$ cat src/verilog/jah_pkg.sv
// shared constants and types of the jitter attenuator configuration and host control block
`default_nettype none
package jah_pkg;

    localparam int ADDR_W = 8;
    localparam int DATA_W = 32;

    // register offsets, one aligned word each
    localparam logic [ADDR_W-1:0] CTRL_OFS  = 8'h00;
    localparam logic [ADDR_W-1:0] STAT_OFS  = 8'h04;
    localparam logic [ADDR_W-1:0] MASK_OFS  = 8'h08;
    localparam logic [ADDR_W-1:0] STATE_OFS = 8'h0C;

    // control register fields
    localparam int CTRL_W         = 5;
    localparam int CTRL_INTEN_BIT = 0;
    localparam int CTRL_JSEL_LO   = 1;
    localparam int CTRL_JSEL_HI   = 2;
    localparam int CTRL_JPATH_BIT = 3;
    localparam int CTRL_MUTE_BIT  = 4;
    localparam logic [CTRL_W-1:0] CTRL_RST = 5'h00;

    // event bits, shared by status and mask
    localparam int EV_W        = 2;
    localparam int EV_LOSS_SET = 0;
    localparam int EV_LOSS_CLR = 1;
    localparam logic [EV_W-1:0] MASK_RST = 2'h0;
    localparam logic [EV_W-1:0] STAT_RST = 2'h0;

    // state word fields
    localparam int ST_DEPTH_LO = 0;
    localparam int ST_PATH_BIT = 8;
    localparam int ST_JEN_BIT  = 9;
    localparam int ST_LOSS_BIT = 10;
    localparam int ST_HOST_BIT = 11;

    // selection code is {bit0, bit1}
    typedef enum logic [1:0] {
        JIT_D16  = 2'b00,
        JIT_D32  = 2'b01,
        JIT_D128 = 2'b10,
        JIT_OFF  = 2'b11
    } jah_jit_sel_t;

    localparam logic [7:0] DEPTH_16  = 8'h10;
    localparam logic [7:0] DEPTH_32  = 8'h20;
    localparam logic [7:0] DEPTH_128 = 8'h80;
    localparam logic [7:0] DEPTH_0   = 8'h00;

    typedef struct packed {
        logic       en;
        logic       tx_path;
        logic [7:0] depth;
    } jah_jit_cfg_t;

    typedef struct packed {
        logic [CTRL_W-1:0] ctrl;
        logic [EV_W-1:0]   mask;
        logic [EV_W-1:0]   status;
        logic [DATA_W-1:0] rdata;
        logic              loss_q;
        logic              host;
        logic              rx_pos;
        logic              rx_neg;
        jah_jit_cfg_t      jit;
        logic              int_act;
    } jah_state_t;

    localparam jah_state_t ST_RST = '0;

endpackage
`default_nettype wire

$ cat src/verilog/jah_ctrl.sv
// control pins, interrupt and jitter attenuator configuration of the line interface unit
`timescale 1ns/1ns
`default_nettype none
module jah_ctrl (
    input  wire logic                          clk_sys_in,
    input  wire logic                          rstn_in,
    input  wire logic                          reg_rst_n_in,
    input  wire logic                          host_mode_in,
    input  wire logic [jah_pkg::ADDR_W-1:0]    bus_addr_in,
    input  wire logic [jah_pkg::DATA_W-1:0]    bus_wdata_in,
    input  wire logic                          bus_wr_in,
    input  wire logic                          bus_rd_in,
    output logic      [jah_pkg::DATA_W-1:0]    bus_rdata_out,
    input  wire logic                          int_pin_in,
    output logic                               int_pin_out,
    output logic                               int_pin_oe_out,
    input  wire logic                          jit_sel_bit0_in,
    input  wire logic                          jit_sel_bit1_in,
    input  wire logic                          jit_path_select_in,
    input  wire logic                          signal_loss_in,
    input  wire logic                          rx_pos_raw_in,
    input  wire logic                          rx_neg_raw_in,
    output logic                               rx_pos_data_out,
    output logic                               rx_neg_data_out,
    output jah_pkg::jah_jit_cfg_t              jit_cfg_out
);

    jah_pkg::jah_state_t st_r;
    jah_pkg::jah_state_t st_nxt;

    function automatic jah_pkg::jah_jit_cfg_t jit_decode(input logic [1:0] sel, input logic path);
        jah_pkg::jah_jit_cfg_t c;
        c.tx_path = path;
        c.en      = 1'b1;
        case (jah_pkg::jah_jit_sel_t'(sel))
            jah_pkg::JIT_D16:  c.depth = jah_pkg::DEPTH_16;
            jah_pkg::JIT_D32:  c.depth = jah_pkg::DEPTH_32;
            jah_pkg::JIT_D128: c.depth = jah_pkg::DEPTH_128;
            default: begin
                c.depth = jah_pkg::DEPTH_0;
                c.en    = 1'b0;
            end
        endcase
        return c;
    endfunction

    logic [jah_pkg::EV_W-1:0] events;
    logic                     mute_en;
    logic                     hit_ctrl;
    logic                     hit_stat;
    logic                     hit_mask;
    logic                     hit_state;

    assign hit_ctrl  = bus_addr_in == jah_pkg::CTRL_OFS;
    assign hit_stat  = bus_addr_in == jah_pkg::STAT_OFS;
    assign hit_mask  = bus_addr_in == jah_pkg::MASK_OFS;
    assign hit_state = bus_addr_in == jah_pkg::STATE_OFS;

    always_comb begin
        st_nxt = st_r;
        st_nxt.host   = host_mode_in;
        st_nxt.loss_q = signal_loss_in;
        st_nxt.rdata  = '0;

        events = '0;
        events[jah_pkg::EV_LOSS_SET] = signal_loss_in & ~st_r.loss_q;
        events[jah_pkg::EV_LOSS_CLR] = ~signal_loss_in & st_r.loss_q;

        // command register writes
        if (bus_wr_in) begin
            if (hit_ctrl) begin
                st_nxt.ctrl = bus_wdata_in[jah_pkg::CTRL_W-1:0];
            end else if (hit_mask) begin
                st_nxt.mask = bus_wdata_in[jah_pkg::EV_W-1:0];
            end
        end

        // reads: unmapped offsets answer zero
        if (bus_rd_in) begin
            if (hit_ctrl) begin
                st_nxt.rdata[jah_pkg::CTRL_W-1:0] = st_r.ctrl;
            end else if (hit_stat) begin
                st_nxt.rdata[jah_pkg::EV_W-1:0] = st_r.status;
            end else if (hit_mask) begin
                st_nxt.rdata[jah_pkg::EV_W-1:0] = st_r.mask;
            end else if (hit_state) begin
                st_nxt.rdata[jah_pkg::ST_DEPTH_LO +: 8] = st_r.jit.depth;
                st_nxt.rdata[jah_pkg::ST_PATH_BIT]      = st_r.jit.tx_path;
                st_nxt.rdata[jah_pkg::ST_JEN_BIT]       = st_r.jit.en;
                st_nxt.rdata[jah_pkg::ST_LOSS_BIT]      = st_r.loss_q;
                st_nxt.rdata[jah_pkg::ST_HOST_BIT]      = st_r.host;
            end
        end

        // a read clears status, but an event in the same cycle survives it
        if (bus_rd_in && hit_stat) begin
            st_nxt.status = events;
        end else begin
            st_nxt.status = st_r.status | events;
        end

        // only an explicit low resets; the pad pull-up keeps an open pin inactive
        if (!reg_rst_n_in) begin
            st_nxt.ctrl   = jah_pkg::CTRL_RST;
            st_nxt.mask   = jah_pkg::MASK_RST;
            st_nxt.status = jah_pkg::STAT_RST;
        end

        // configuration: pins in hardware mode, control register in host mode
        if (host_mode_in) begin
            st_nxt.jit = jit_decode(st_nxt.ctrl[jah_pkg::CTRL_JSEL_HI:jah_pkg::CTRL_JSEL_LO],
                                    st_nxt.ctrl[jah_pkg::CTRL_JPATH_BIT]);
            mute_en = st_nxt.ctrl[jah_pkg::CTRL_MUTE_BIT];
        end else begin
            // open pins read low through the pull-downs: 16 bits, receive path
            st_nxt.jit = jit_decode({jit_sel_bit0_in, jit_sel_bit1_in},
                                    jit_path_select_in);
            mute_en = int_pin_in;
        end

        // muting both rails avoids a half-valid bipolar pair downstream
        st_nxt.rx_pos = rx_pos_raw_in & ~(mute_en & signal_loss_in);
        st_nxt.rx_neg = rx_neg_raw_in & ~(mute_en & signal_loss_in);

        st_nxt.int_act = host_mode_in
                       & st_nxt.ctrl[jah_pkg::CTRL_INTEN_BIT]
                       & (|(st_nxt.status & st_nxt.mask));
    end

    always_ff @(posedge clk_sys_in) begin
        if (!rstn_in) begin
            st_r <= jah_pkg::ST_RST;
        end else begin
            st_r <= st_nxt;
        end
    end

    assign bus_rdata_out   = st_r.rdata;
    assign int_pin_out     = ~st_r.int_act;
    assign int_pin_oe_out  = st_r.host;
    assign rx_pos_data_out = st_r.rx_pos;
    assign rx_neg_data_out = st_r.rx_neg;
    assign jit_cfg_out     = st_r.jit;
endmodule
`default_nettype wire

$ cat config.mk
export PLATFORM = sky130hd
export DESIGN_NAME = jah_ctrl
export DESIGN_NICKNAME = d
export VERILOG_FILES = /design/src/verilog/jah_pkg.sv /design/src/verilog/jah_ctrl.sv
export SDC_FILE = /design/constraint.sdc
export NUM_CORES = 1
export LEC_CHECK = 0
export ABC_AREA = 1
export BUFFER_PORTS_ARGS = -buffer_cell sky130_fd_sc_hd__buf_2
export CAP_MARGIN = 10
export CORE_AREA = 5 5 50 96
export DETAILED_ROUTE_END_ITERATION = 8
export DIE_AREA = 0 0 55 101
export GPL_TIMING_DRIVEN = 0
export PLACE_DENSITY_LB_ADDON = 0.15
export SLEW_MARGIN = 20
export SYNTH_ARGS = -nofsm -noshare
export SYNTH_HDL_FRONTEND = slang
export SYNTH_SLANG_ARGS = --single-unit
$ cat constraint.sdc
create_clock -name clk_sys_in -period 1.4 [get_ports clk_sys_in]
set_clock_uncertainty 0.15 [all_clocks]
set_input_delay 0.14 -clock clk_sys_in [delete_from_list [all_inputs] [get_ports clk_sys_in]]
set_output_delay 0.14 -clock clk_sys_in [all_outputs]
set_load 0.01 [all_outputs]
==> impl_metrics.toml <==
[outcome]
outcome = "finished, final reports clean"

[route]
drt_first_iter_violations = 5
drt-wirelength-per-cell_um = 9.267
drt.antenna.violating_nets = 0
drt_first_pass_iters = 4
post_drt_via_cell_ratio = 3.900
drt_drc_violations_left = 0
route.final.wire_length_mm = 3.160
dr_total_vias = 1330

[critical_path]
worstPathArrival_ns = 1.25
critical_path.cell_chain = "buf_2 -> nor2_1 -> nand2_2 -> nor2_4 -> nand2_4 -> nand2_1 -> nand3_1 -> nand2_1 -> nand3_1 -> nand2_1 -> inv_1"
worst-r2r-cell-count = 7
critical-path-max-stage-delay_ns = 0.20
r2r_start = "st_r[52]"
critPathSlowestCell = "sky130_fd_sc_hd__nor2_4"
reg2reg_setup_slack_ns = 0.33
critPathKind = "in2reg"
path_common_cell = "sky130_fd_sc_hd__nand2_1"
r2r-end = "jit_cfg_out[9]"
endpoint_kind = "flop"
maximum_net_fanout_on_the_critical_path = 7
worstSetupStartpointType = "input port"
worst-endpoint-required_ns = 1.43

[layout]
finish.net_count = 341
area_growth_syn_to_layout_pct = 34.09
layout.cells.most_common = "sky130_fd_sc_hd__buf_2"
final_core_util = 0.5148
most-common-layout-cells = "sky130_fd_sc_hd__buf_2 (45), sky130_fd_sc_hd__buf_4 (43), sky130_fd_sc_hd__inv_1 (33), sky130_fd_sc_hd__nor2_1 (33), sky130_fd_sc_hd__dfxtp_1 (30)"
antenna-diode-count = 0
layout-drive-gt1-share = 0.3633

[global_routing]
grt_pass1_vias = 1204
grt-ovfl-total = 0
gr-usage-met3 = 0.05037
grt_most_used_layer = "met2"
maximum_number_of_pins_on_one_net_before_global_route_repair = 11
grt_first_pass_wirelength_mm = 5.043
grt.met1_usage = 0.1410
met2_grt_util = 0.1998
grtUsageTotal = 0.1244
antenna_found_initial = 0

[clock_tree]
tritoncts = "done"
cts_inserted_buffers = 5
number_of_buffers_on_the_longest_clock_path = 2
worstSkewPairLatency_ns = 0.27
clk_pin_slew_ns = 0.06
htree_levels = 2
root_buffer = "sky130_fd_sc_hd__clkbuf_8"
cts_num_sinks = 30

[floorplan]
number_of_placement_rows = 33
floorplan.io_pins = 99
fp.dieH_um = 101
die_w_um = 55
fp.dieArea_um2 = 5555
initial_utilization = 0.3839
core-area_um2 = 4005

[place]
number_of_buffers_added_on_ports = 44
dpl.hpwl_mm = 2.516
dp_worst_setup_slack_ns = -0.1145
gpl.final_weighted_congestion = 0.7701

[logic_synthesis]
synth.cell_area_um2 = 1538
yosysUniqueCellTypes = 22
syn_area_per_cell_um2 = 7.429
postSynthRegisterBits = 30
yosysWarningCount = 0
synthCells = 207
yosysSeqAreaShare = 0.3906

[timing]
final_critical_path_setup_slack_ns = 0.1760
fmax_mhz = 817.0
timing.final.max_slew_violations = 0
finalHoldViolations = 0
rsz0062_at_grt = "no"
holdWs_ns = 0.02143
setup_viol = 0
timing.final.crit_period_ns = 1.224
post-route-period-util = 0.8743

[run]
drv_cap = 0

[worst_hold_path]
worst_hold_path.endpoint = "jit_cfg_out[8]"
hold_path_class = "in2reg"
hp-start = "jit_path_select_in"
hold-path-cell-count = 3

[pwr]
peakVddDrop_mv = 0.5368
power-per-cell-area_nw_per_um2 = 886.9
static-leakage-power_uw = 0.001159
[cells in the mapped netlist]
cell	instances	area, um2
sky130_fd_sc_hd__buf_2	1	5.000
sky130_fd_sc_hd__o211ai_1	1	7.510
sky130_fd_sc_hd__a21boi_1	1	7.510
sky130_fd_sc_hd__o21ai_0	1	5.000
sky130_fd_sc_hd__clkbuf_1	1	3.750
sky130_fd_sc_hd__nand2_2	3	18.77
sky130_fd_sc_hd__nand3_1	11	55.05
sky130_fd_sc_hd__o22ai_1	3	18.77
sky130_fd_sc_hd__buf_4	43	322.8
sky130_fd_sc_hd__nand4_1	3	18.77
sky130_fd_sc_hd__nand3b_1	2	15.01
sky130_fd_sc_hd__inv_1	33	123.9
sky130_fd_sc_hd__conb_1	1	3.750
sky130_fd_sc_hd__nor3b_4	1	18.77
sky130_fd_sc_hd__nor2_2	2	12.51
sky130_fd_sc_hd__nor2_4	2	22.52
sky130_fd_sc_hd__nand2_1	28	105.1
sky130_fd_sc_hd__o221ai_1	2	17.52
sky130_fd_sc_hd__nand2_4	1	11.26
sky130_fd_sc_hd__nor2_1	33	123.9
sky130_fd_sc_hd__dfxtp_1	30	600.6
sky130_fd_sc_hd__a21oi_1	4	20.02
[layout make-up]
type | instances | area [um2]
fillers | 428 | 1943
plain buffers | 45 | 331.6
clock buffers | 7 | 86.33
well taps | 52 | 65.06
inverters | 33 | 123.9
clock inverters | 1 | 5.005
repair buffers | 49 | 270.3
multi-input cells | 124 | 579.3
flip-flops and latches | 30 | 600.6
[what timing repair did]
item	CTS	global route
endpoints found under the setup margin	0	1
resized for setup	0	1
endpoints found under the hold margin	5	0
buffers inserted	0	0
hold buffers	5	0
[metrics by stage]
step	instances	total power, uW	cell area [um2]	TNS, ns
6_report	341	1829	2062	0
3_3_place_gp	328	1123	1917	-0.1691
2_1_floorplan	232	1058	1632	0
3_5_place_dp	328	1126	1917	-0.3488
5_1_grt	341	1933	2062	0
4_1_cts	341	1854	2058	0
[power breakdown]
part / internal, uW / switching (uW)
Combinational: 122 / 126
Sequential: 870 / 6.77
Clock: 396 / 309
[flip-flops by register name (all words and copies together), names as in the netlist]
signal,count
bus_rdata_out,11
int_pin_oe_out,1
jit_cfg_out,5
rx_neg_data_out,1
rx_pos_data_out,1
st_r,11
[how the worst max path moves through the flow]
stage | startpoint | to | slack [ns] | depth (start not counted)
finish | bus_addr_in[7] | jit_cfg_out[9] | 0.18 | 11
floorplan | bus_addr_in[7] | jit_cfg_out[9] | 0.15 | 10
global route | bus_addr_in[7] | st_r[0] | 0.04 | 9
global placement | bus_addr_in[7] | jit_cfg_out[9] | -0.08 | 11
detailed placement | bus_addr_in[7] | jit_cfg_out[9] | -0.11 | 11
CTS | signal_loss_in | st_r[0] | 0.14 | 8
[logic make-up (layout without fill, tap and decap cells)]
kind of cell,Yosys count,in the layout,share of synthesized area
AOI/OAI and AO/OA,12,12,0.04964
buffers and inverters,78,135,0.2962
other,1,26,0.002439
and+or+nand+nor,86,86,0.2612
DFF,30,30,0.3906
[per-layer routing]
layer	vias to the layer above	part of all wire
met2	48	0.50
met1	556	0.39
li1	719	-
met4	0	0.019
met5	-	0
met3	7	0.095
[worst max-delay path, delay by kind of cell]
kind	cells	cell delay, ns
buf+inv	2	0.14
simple gates	9	0.97
No activity file was read; power rests on OpenSTA's default activity.
